**config.mk**
```make
export PLATFORM = sky130hd
export DESIGN_NAME = return_stack
export DESIGN_NICKNAME = d
export VERILOG_FILES = /design/src/hdl/return_stack_pkg.sv /design/src/hdl/return_stack.sv /design/src/hdl/stack_ram.sv
export SDC_FILE = /design/constraint.sdc
export NUM_CORES = 1
export LEC_CHECK = 0
export ABC_AREA = 1
export ABC_CLOCK_PERIOD_IN_PS = 5200
export CAP_MARGIN = 20
export CORE_MARGIN = 4
export CORE_UTILIZATION = 55
export CTS_CLUSTER_DIAMETER = 60
export DETAILED_ROUTE_END_ITERATION = 10
export DONT_BUFFER_PORTS = 1
export HOLD_SLACK_MARGIN = 0.15
export PLACE_DENSITY = 0.68
export SLEW_MARGIN = 30
export SYNTH_ARGS = -nofsm -noshare
export SYNTH_HDL_FRONTEND = slang
export SYNTH_SLANG_ARGS = --single-unit
export TNS_END_PERCENT = 1
```
**constraint.sdc**
```tcl
create_clock -name sys_clk -period 5.2 [get_ports sys_clk]
set_clock_uncertainty 0.05 [all_clocks]
set_input_delay 0.78 -clock sys_clk [delete_from_list [all_inputs] [get_ports sys_clk]]
set_output_delay 0.78 -clock sys_clk [all_outputs]
set_load 0.02 [all_outputs]
```
**src/hdl/return_stack_pkg.sv**
```systemverilog
// Package: register map, field layout and widths of the return stack
package return_stack_pkg;
  // ==========================================================
  // Widths
  localparam int PC_W = 21;
  localparam int PTR_W = 5;
  localparam int DEPTH = 32;
  // ==========================================================
  // Register byte addresses
  localparam logic [11:0] ADDR_PTR = 12'h000;
  localparam logic [11:0] ADDR_TOP_LOW = 12'h004;
  localparam logic [11:0] ADDR_TOP_HIGH = 12'h008;
  localparam logic [11:0] ADDR_TOP_UPPER = 12'h00C;
  localparam logic [11:0] ADDR_CTRL = 12'h010;
  // ==========================================================
  // Field positions and values
  localparam int FULL_BIT = 7;
  localparam int UNF_BIT = 6;
  localparam int OVF_RST_BIT = 0;
  localparam logic [PTR_W-1:0] PTR_RESET = 5'h00;
  localparam logic [PTR_W-1:0] PTR_MAX = 5'h1F;
  localparam logic [PC_W-1:0] PC_STEP = 21'h00_0002;
  localparam logic [PC_W-1:0] PC_ZERO = 21'h00_0000;
  localparam logic CTRL_RESET = 1'b1;
  // Core request carrier
  typedef struct packed {
    logic push;
    logic pop;
    logic [PC_W-1:0] pc;
  } stack_req_s;
endpackage : return_stack_pkg

```
**src/hdl/return_stack.sv**
```systemverilog
// Return address stack with push, pop, pointer and top-entry registers
module return_stack (
  input wire logic sys_clk,
  input wire logic rst_n,
  input wire logic psel,
  input wire logic penable,
  input wire logic pwrite,
  input wire logic [11:0] paddr,
  input wire logic [31:0] pwdata,
  output logic [31:0] prdata,
  output logic pready,
  output logic pslverr,
  input return_stack_pkg::stack_req_s core_req,
  output logic [20:0] pop_pc,
  output logic pop_valid,
  output logic stack_reset_req
);
  localparam int PC_W = return_stack_pkg::PC_W;
  localparam int PTR_W = return_stack_pkg::PTR_W;
  // Pointer value at which the next push is the last one that fits
  localparam logic [PTR_W-1:0] PTR_LAST = return_stack_pkg::PTR_MAX - 5'h01;

  logic [PTR_W-1:0] ptr_q;
  logic full_q;
  logic unf_q;
  logic ovf_rst_en_q;
  logic [PC_W-1:0] top_q;
  logic [PC_W-1:0] ram_rdata;
  logic ram_we;
  logic [PTR_W-1:0] ram_waddr;
  logic [PTR_W-1:0] ram_raddr;
  logic [PC_W-1:0] ram_wdata;
  logic reload_q;
  logic [PTR_W-1:0] ptr_d;
  logic push;
  logic pop;
  logic sw_wr;
  logic apb_acc;
  logic map_hit;
  logic wr_ptr;
  logic wr_low;
  logic wr_high;
  logic wr_upper;
  logic at_max;
  logic push_full;
  logic push_last;
  logic [PC_W-1:0] top_cur;

  // ==========================================================
  // Decode
  assign push = core_req.push && !core_req.pop;
  assign pop = core_req.pop && !core_req.push;
  assign apb_acc = psel && penable;
  assign sw_wr = apb_acc && pwrite;
  assign map_hit = paddr == return_stack_pkg::ADDR_PTR ||
    paddr == return_stack_pkg::ADDR_TOP_LOW ||
    paddr == return_stack_pkg::ADDR_TOP_HIGH ||
    paddr == return_stack_pkg::ADDR_TOP_UPPER ||
    paddr == return_stack_pkg::ADDR_CTRL;
  assign wr_ptr = sw_wr && paddr == return_stack_pkg::ADDR_PTR;
  assign wr_low = sw_wr && paddr == return_stack_pkg::ADDR_TOP_LOW;
  assign wr_high = sw_wr && paddr == return_stack_pkg::ADDR_TOP_HIGH;
  assign wr_upper = sw_wr && paddr == return_stack_pkg::ADDR_TOP_UPPER;
  assign at_max = ptr_q == return_stack_pkg::PTR_MAX;
  assign push_full = push && at_max;
  assign push_last = push && !at_max &&
    ptr_q == return_stack_pkg::PTR_MAX - 5'h01;

  // ==========================================================
  // Pointer next value
  always_comb begin
    ptr_d = ptr_q;
    if (push && !at_max) begin
      ptr_d = ptr_q + 5'h01;
    end else if (pop && ptr_q != return_stack_pkg::PTR_RESET) begin
      ptr_d = ptr_q - 5'h01;
    end else if (wr_ptr && !push && !pop) begin
      ptr_d = pwdata[PTR_W-1:0];
    end
    if (push_last && ovf_rst_en_q) begin
      ptr_d = return_stack_pkg::PTR_RESET;
    end
  end

  // Stack pointer register
  always_ff @(posedge sys_clk) begin
    if (!rst_n) begin
      ptr_q <= return_stack_pkg::PTR_RESET;
    end else begin
      ptr_q <= ptr_d;
    end
  end

  // Sticky flags; hardware set wins over software clear
  always_ff @(posedge sys_clk) begin
    if (!rst_n) begin
      full_q <= 1'b0;
      unf_q <= 1'b0;
    end else begin
      if (push_last || push_full) begin
        full_q <= 1'b1;
      end else if (wr_ptr && !pwdata[return_stack_pkg::FULL_BIT]) begin
        full_q <= 1'b0;
      end
      if (pop && ptr_q == return_stack_pkg::PTR_RESET) begin
        unf_q <= 1'b1;
      end else if (wr_ptr && !pwdata[return_stack_pkg::UNF_BIT]) begin
        unf_q <= 1'b0;
      end
    end
  end

  // Overflow reset enable control
  always_ff @(posedge sys_clk) begin
    if (!rst_n) begin
      ovf_rst_en_q <= return_stack_pkg::CTRL_RESET;
    end else if (sw_wr && paddr == return_stack_pkg::ADDR_CTRL) begin
      ovf_rst_en_q <= pwdata[return_stack_pkg::OVF_RST_BIT];
    end
  end

  // ==========================================================
  // Entry memory write: push or software byte write of top entry
  always_comb begin
    ram_we = 1'b0;
    ram_waddr = ptr_d;
    ram_wdata = top_cur;
    if (push && !at_max) begin
      ram_we = 1'b1;
      ram_wdata = ovf_rst_en_q && push_last ?
        core_req.pc + return_stack_pkg::PC_STEP : core_req.pc;
      ram_waddr = ptr_q + 5'h01;
    end else if (wr_low || wr_high || wr_upper) begin
      ram_we = 1'b1;
      ram_waddr = ptr_q;
      if (wr_low) ram_wdata[7:0] = pwdata[7:0];
      if (wr_high) ram_wdata[15:8] = pwdata[7:0];
      if (wr_upper) ram_wdata[20:16] = pwdata[4:0];
    end
  end
  assign ram_raddr = ptr_d;
  // Current top entry; memory data while the mirror is still reloading
  assign top_cur = reload_q ? ram_rdata : top_q;

  stack_ram u_ram (
    .sys_clk(sys_clk),
    .we(ram_we),
    .waddr(ram_waddr),
    .wdata(ram_wdata),
    .raddr(ram_raddr),
    .rdata(ram_rdata)
  );

  // Top entry mirror; write forwarding covers same-cycle read
  always_ff @(posedge sys_clk) begin
    if (!rst_n) begin
      top_q <= return_stack_pkg::PC_ZERO;
      reload_q <= 1'b0;
    end else begin
      reload_q <= 1'b0;
      if (ram_we && ram_waddr == ptr_d) begin
        top_q <= ram_wdata;
      end else if (ptr_d != ptr_q) begin
        reload_q <= 1'b1;
      end else if (reload_q) begin
        top_q <= ram_rdata;
      end
    end
  end

  // ==========================================================
  // Pop answer and device reset request to the core
  always_ff @(posedge sys_clk) begin
    if (!rst_n) begin
      pop_pc <= return_stack_pkg::PC_ZERO;
      pop_valid <= 1'b0;
      stack_reset_req <= 1'b0;
    end else begin
      pop_valid <= pop;
      if (pop) begin
        pop_pc <= ptr_q == return_stack_pkg::PTR_RESET ?
          return_stack_pkg::PC_ZERO : top_cur;
      end
      stack_reset_req <= push_last && ovf_rst_en_q;
    end
  end

  // ==========================================================
  // APB slave: no wait state, error on unmapped address
  always_ff @(posedge sys_clk) begin
    if (!rst_n) begin
      pready <= 1'b0;
      pslverr <= 1'b0;
      prdata <= 32'h0000_0000;
    end else begin
      pready <= psel && !penable;
      pslverr <= psel && !penable && !map_hit;
      prdata <= 32'h0000_0000;
      if (psel && !penable && !pwrite) begin
        case (paddr)
          return_stack_pkg::ADDR_PTR:
            prdata[7:0] <= {full_q, unf_q, 1'b0, ptr_q};
          return_stack_pkg::ADDR_TOP_LOW: prdata[7:0] <= top_cur[7:0];
          return_stack_pkg::ADDR_TOP_HIGH: prdata[7:0] <= top_cur[15:8];
          return_stack_pkg::ADDR_TOP_UPPER: prdata[4:0] <= top_cur[20:16];
          return_stack_pkg::ADDR_CTRL: prdata[0] <= ovf_rst_en_q;
          default: prdata <= 32'h0000_0000;
        endcase
      end
    end
  end

  // ==========================================================
  // Checks
  chk_push_advances: assert property (
    @(posedge sys_clk) disable iff (!rst_n)
    push && ptr_q < PTR_LAST |=> ptr_q == $past(ptr_q) + 5'h01)
    else $error("push did not advance pointer");
  chk_pop_retreats: assert property (
    @(posedge sys_clk) disable iff (!rst_n)
    pop && ptr_q != return_stack_pkg::PTR_RESET |=>
    ptr_q == $past(ptr_q) - 5'h01)
    else $error("pop did not retreat pointer");
  chk_push_stores_pc: assert property (
    @(posedge sys_clk) disable iff (!rst_n)
    push && ptr_q < PTR_LAST |=> top_q == $past(core_req.pc))
    else $error("pushed pc not on top");
  chk_full_sets: assert property (
    @(posedge sys_clk) disable iff (!rst_n)
    push && ptr_q == PTR_LAST |=> full_q)
    else $error("full flag not set");
  chk_unf_sets: assert property (
    @(posedge sys_clk) disable iff (!rst_n)
    pop && ptr_q == return_stack_pkg::PTR_RESET |=> unf_q &&
    ptr_q == return_stack_pkg::PTR_RESET &&
    pop_pc == return_stack_pkg::PC_ZERO)
    else $error("underflow handling wrong");
  chk_unf_sticky: assert property (
    @(posedge sys_clk) disable iff (!rst_n)
    unf_q && !wr_ptr |=> unf_q)
    else $error("underflow flag dropped");
  chk_hold_at_max: assert property (
    @(posedge sys_clk) disable iff (!rst_n)
    push && at_max |=> ptr_q == return_stack_pkg::PTR_MAX)
    else $error("pointer moved past max");
  chk_ovf_reset: assert property (
    @(posedge sys_clk) disable iff (!rst_n)
    push && ptr_q == PTR_LAST && ovf_rst_en_q |=> stack_reset_req &&
    ptr_q == return_stack_pkg::PTR_RESET && full_q)
    else $error("overflow reset not taken");
  chk_bit5_zero: assert property (
    @(posedge sys_clk) disable iff (!rst_n)
    pready && !pwrite && paddr == return_stack_pkg::ADDR_PTR |->
    prdata[31:8] == 24'h00_0000 && prdata[5] == 1'b0 &&
    prdata[4:0] == $past(ptr_q))
    else $error("pointer readback wrong");
endmodule : return_stack

```
**src/hdl/stack_ram.sv**
```systemverilog
// Memory: 32 return address entries, registered read
module stack_ram (
  input wire logic sys_clk,
  input wire logic we,
  input wire logic [4:0] waddr,
  input wire logic [20:0] wdata,
  input wire logic [4:0] raddr,
  output logic [20:0] rdata
);
  logic [20:0] mem [return_stack_pkg::DEPTH];

  // Write port
  always_ff @(posedge sys_clk) begin
    if (we) begin
      mem[waddr] <= wdata;
    end
  end

  // Registered read port
  always_ff @(posedge sys_clk) begin
    rdata <= mem[raddr];
  end
endmodule : stack_ram

```
### Word-level counts from Yosys, hierarchy flattened

Memory sizes are Yosys's and may differ from the RTL's. A register that Yosys moved wholly into a read port is not among the register bits.
Cells that the tools add are included.

* reductions and logical operators: 47
* $add $sub $neg: 3
* bitwise operators: 1
* eq/ne operators: 9
* multiplexer cells: 28

Operators by type and width (count)
* 2-to-1 mux 21 bit: 7
* 2-to-1 mux 5 bit: 7
* == test 12 x 4 -> 1 bit, second input constant: 2
* logical AND 1 bit: 23
* adder 21 x 2 -> 21 bit, second input constant: 1
* 2-to-1 mux 8 bit: 2
* case mux 4 bit (4 select lines): 1
* == test 12 x 3 -> 1 bit, second input constant: 1
* == test 12 x 5 -> 1 bit, second input constant: 1
* logical NOT 12 bit: 1
* == test 5 bit, second input constant: 2
* logical NOT 1 bit: 10
* 2-to-1 mux 1 bit: 9
* case mux 3 bit (3 select lines): 1
* logical OR 1 bit: 7
* adder 5 x 1 -> 5 bit, second input constant: 1
* == test 5 bit: 1
* logical NOT 5 bit: 1
* inequality test 5 bit: 1
* case mux 1 bit (5 select lines): 1
* nonzero test 5 bit: 1
* subtractor 5 x 1 -> 5 bit, second input constant: 1
* nonzero test 2 bit: 2
* inequality test 2 bit, second input constant: 1
* other kinds (3): 3

* bits of input ports: 72
* word-level logic and storage cells: 102
* output and inout port bits: 57
* memory bits (writable): 672
* memories kept: 1
* register bits: 87

Memories
* u_ram.mem: words 32, bits a word 21, rd ports 1, clocked after memory_dff 1, wr ports 1, line stack_ram.sv:10 `logic [20:0] mem [return_stack_pkg::DEPTH];`

### Logic depth before layout (Yosys ltp)

* depth after elaboration: 14
* depth in mapped cells: 21
* mapped depth without buffers: 20

### Modules after synthesis

A second synthesis with hierarchy kept.

* cell total of the unflattened synthesis: 3171
* area total of the unflattened synthesis: 32880.3 sq um

Modules (own cells, without submodules)
* stack_ram: cells an instance 2338, times used 1, seq. area each 20599.8 sq um, area an instance 27566.4 sq um
* return_stack: cells an instance 833, times used 1, seq. area each 1261.2 sq um, area an instance 5313.8 sq um

### Worst setup path before layout

OpenSTA, ideal clock, no wires.

* kind: input to register
* start: input port paddr[11]
* end: memory u_ram.mem[24][0] (enable)
* arrival time: 3174 ps
* path slack: 1578 ps
* library setup time: 399 ps
* stages: 17
* buffers on the path: 0
* required time: 4751 ps
* cells stage by stage: nor2_1 > nand2_1 > nor2_4 > nand3_1 > nor2_1 > nand2_1 > nand3_1 > nand2_1 > nand2_1 > nand2_2 > nand2_1 > nand2_1 > nand2_1 > inv_1 > nor2_1 > nand2_1 > nor2_1

* word-level cells in the longest chain between the ends: 10
* elaborated cells between the ends (all ways): 22
* those cells by class: eq/ne (3); mux (10); reduce/logical (9)

RTL lines
* from (decl): line return_stack.sv:8 `input wire logic [11:0] paddr,`
* logical NOT 12 bit: line return_stack.sv:60 `assign wr_ptr = sw_wr && paddr == return_stack_pkg::ADDR_PTR;`
* logical AND 1 bit: line return_stack.sv:60
* logical AND 1 bit (2 in series): line return_stack.sv:77 `end else if (wr_ptr && !push && !pop) begin`
* 2-to-1 mux 5 bit: line return_stack.sv:77
* 2-to-1 mux 5 bit: line return_stack.sv:75 `end else if (pop && ptr_q != return_stack_pkg::PTR_RESET) begin`
* 2-to-1 mux 5 bit: line return_stack.sv:73 `if (push && !at_max) begin`
* 2-to-1 mux 5 bit: line return_stack.sv:80 `if (push_last && ovf_rst_en_q) begin`
* 2-to-1 mux 5 bit: line return_stack.sv:133 `end else if (wr_low || wr_high || wr_upper) begin`
* 2-to-1 mux 5 bit: line return_stack.sv:128 `if (push && !at_max) begin`
* to (decl): line stack_ram.sv:10

Several ways; a longest one is shown, not always the timed one.

### Worst setup path after layout

* start: register ptr_q[1]
* end: register u_ram.rdata[12], read port of u_ram.mem

* word-level cells in the longest chain between the ends: 6
* elaborated cells between the ends (all ways): 14
* those cells by class: add/sub (2); eq/ne (2); mux (4); reduce/logical (6)

RTL lines
* from (decl): line return_stack.sv:23 `logic [PTR_W-1:0] ptr_q;`
* from (signal assigned): line return_stack.sv:88 `ptr_q <= return_stack_pkg::PTR_RESET;`
* from (signal assigned): line return_stack.sv:90 `ptr_q <= ptr_d;`
* branches (longest 5 deep; another with subtractor 5 x 1 -> 5 bit)
* 2-to-1 mux 5 bit (*): line return_stack.sv:80
* to (decl): line stack_ram.sv:8 `output logic [20:0] rdata`

Mark *: on every way between the ends.
A chain may end at the register's enable or synchronous reset.

==> results.py <==
metrics = {
    "yosys": {
        "yosysTopAreaCell": "edfxtp_1",
        "syn_area_sq_um": 35400,
        "synth_edf_count": 672,
        "async_flop_share_pct": 0,
        "synth.distinct_cells": 52,
        "synth_top_cells_by_count": "828 x nand2_1, 701 x inv_1, 672 x edfxtp_1, 643 x nand3_1, 217 x nand4_1",
        "yosys.area.top_type_share_pct": 57.1,
        "synthTopCellsByArea": "edfxtp_1 57%, nand3_1 9.1%, nand2_1 8.8%, inv_1 7.4%, dfxtp_1 4.8%",
        "syn_avg_cell_area_sq_um": 9.46,
        "ys.flop_type": "edfxtp_1",
        "ys_ff_latch": 756,
        "yosysWarningCount": 0,
        "synthCells": 3736,
        "synth_seq_area_share_pct": 61.8,
        "yosysMostFrequentCell": "nand2_1",
    },
    "die": {
        "dieArea_sq_um": 68400,
        "fp.dieW_um": 262,
        "dieHeight_um": 262,
        "rows": 92,
        "start_util_pct": 55.8,
        "coreArea_sq_um": 63300,
        "ioPinCount": 129,
    },
    "setup_path": {
        "criticalPathCategory": "reg2reg",
        "startpoint": "ptr_q[1]",
        "crit_fanout": 76,
        "cp-end-kind": "flip-flop",
        "timing.rr.start": "ptr_q[1]",
        "required_ns": 5.67,
        "cp_data_arrival_time_ns": 4.90,
        "start_kind": "flip-flop",
    },
    "status": {
        "run_status": "finished, final reports clean",
    },
    "global_routing": {
        "grt_pass1_wl_um": 141000,
        "antenna_found_initial": 1,
        "grt_pass1_vias": 23900,
        "grt_max_degree": 204,
        "grt_usage_pct": 27.2,
        "overflow": 0,
    },
    "layout": {
        "n_antenna_cell": 0,
        "final_area_sq_um": 38700,
        "drive_gt1_share_pct": 7.45,
        "nNetsFinal": 3754,
        "syn_to_final_growth_pct": 9.41,
    },
    "sta": {
        "max_freq_mhz": 226,
        "finalSetupViolations": 0,
        "slew_violations": 0,
        "fin_crit_sh_pct": 85.2,
        "slew_headroom_pct": 33.7,
        "rsz0062_at_grt": "false",
        "fin_crit_ns": 4.43,
        "timing.setup.tns_ns": 0,
        "finalHoldViolCount": 0,
        "tightest_slew_ns": 0.992,
    },
    "drt": {
        "viasPerCell": 5.66,
        "first_pass_iters": 8,
        "post_drt_wl_per_cell_um": 20.7,
        "drc_errors": 0,
        "wirelength_um": 94800,
        "num_vias": 26000,
        "final_antenna_net_count": 0,
        "first_iter_violations": 2939,
    },
    "clock_network": {
        "cts_tree": "built",
        "clk_path_buf_depth": 3,
        "clk_pin_slew_ns": 0.06,
        "cts_sinks": 756,
        "cts_root_buf": "clkbuf_16",
        "clk_latency_ns": 0.63,
        "postCtsHoldBufs": 0,
        "cts_setup_buffers": 0,
        "htreeDepth": 3,
        "cts_resized": 0,
        "cts_buffers": 81,
    },
    "power_and_ir_drop": {
        "p_leak_nw": 16.6,
        "cellPowerDensity_nw_per_um2": 408,
        "power_mw": 15.8,
        "peakVddDrop_mv": 0.300,
    },
    "placement": {
        "dp_hpwl_um": 51700,
        "dpl_cell_area_sq_um": 36100,
        "portBuffers": 0,
        "place_congestion": 0.903,
    },
    "job": {
        "maxCapViolCount": 0,
    },
    "worst_hold_path": {
        "hold_path.class": "in2reg",
        "min_from": "penable",
    },
}
-- through the flow --
stage	hold WS, ns	util [%]	instances	setup WS, ns
2_1_floorplan	0.394	-	3759	1.58
3_3_place_gp	0.405	57.1	4439	0.933
3_5_place_dp	0.408	57.1	4439	0.931
4_1_cts	0.184	61.1	4590	0.905
5_1_grt	0.196	61.1	4590	0.537
6_report	0.211	61.1	4590	0.767
-- kinds of logic (layout without fill, tap and decap cells) --
logic type	after synthesis	after routing	synth area share, %
xor gates and xnor gates	11	11	0.272
muxes	3	3	0.0955
adders and majority gates	6	6	0.212
AOI/OAI and AO/OA	170	170	2.75
other	1	24	0.0106
DFF	756	756	61.8
buffers and inverters	964	949	11.2
and+or+nand+nor	1825	1825	23.6
-- power by group --
| group | total (mW) | internal, mW | leakage, nW | switching (mW) |
|---|---|---|---|---|
| Combinational | 3.00 | 0.719 | 8.59 | 2.28 |
| Sequential | 7.25 | 7.15 | 6.79 | 0.0906 |
| Clock | 5.52 | 3.16 | 1.25 | 2.37 |
| Total | 15.8 | 11.0 | 16.6 | 4.74 |
-- final timing paths --
kind	end	slack (ns)	cells past startpoint
worst max-delay path	u_ram.rdata[12]	0.77	17
worst min register to register	top_q[1]	0.42	2
worst max register to register	u_ram.rdata[12]	0.77	17
worst min-delay path	pready	0.21	1
-- per-layer routing --
metal / wire length (um) / GRT usage (%)
met5: 11 / 0
met4: 3130 / 9.19
met2: 44100 / 44.1
met3: 9200 / 5.29
met1: 38300 / 37.4
-- area by class of cell --
type,count,area [sq um]
clock buffer,110,2250
clock inverter,41,300
fill,5234,24600
inverter,713,2690
multi-input combinational,2039,9730
sequential,756,21900
tap,846,1060
timing repair buffer,85,801
-- registers in the layout, summed over array words and instances (netlist names) --
signal	flops
full_q	1
stack_reset_req	1
pslverr	1
top_q	21
u_ram.rdata	21
pop_valid	1
reload_q	1
ptr_q	5
prdata	8
ovf_rst_en_q	1
pready	1
u_ram.mem	672
unf_q	1
pop_pc	21
-- worst max-delay path, stage by stage (launching register included) --
cell and delay [ns]:
dfxtp_1 0.46, ha_1 0.22, nand2_1 0.09, nor2_1 0.12, ha_1 0.23, nor2_2 0.09, inv_1 0.32, nor2_1 0.16
inv_6 0.09, buf_4 0.63, buf_4 0.83, nand4_1 0.20, nand3_1 0.16, nand3_1 0.08, nand3_1 0.13, nand2_1 0.20
nand2_1 0.12, nand2_1 0.05
-- cells in the final DEF, fill, tap and decap left out, types with 17 or more instances in the layout --
cell type | synthesis | routed
a21oi_1 | 41 | 41
buf_4 | 36 | 72
clkbuf_1 | 97 | 20
clkbuf_16 | 0 | 83
clkinv_1 | 3 | 18
conb_1 | 1 | 24
dfxtp_1 | 84 | 84
edfxtp_1 | 672 | 672
inv_1 | 701 | 694
nand2_1 | 828 | 827
nand3_1 | 643 | 642
nand4_1 | 217 | 217
nor2_1 | 93 | 60
nor2_2 | 2 | 35
o21ai_0 | 72 | 71
o21ai_1 | 16 | 17
Power figures use the tool's default switching activity.
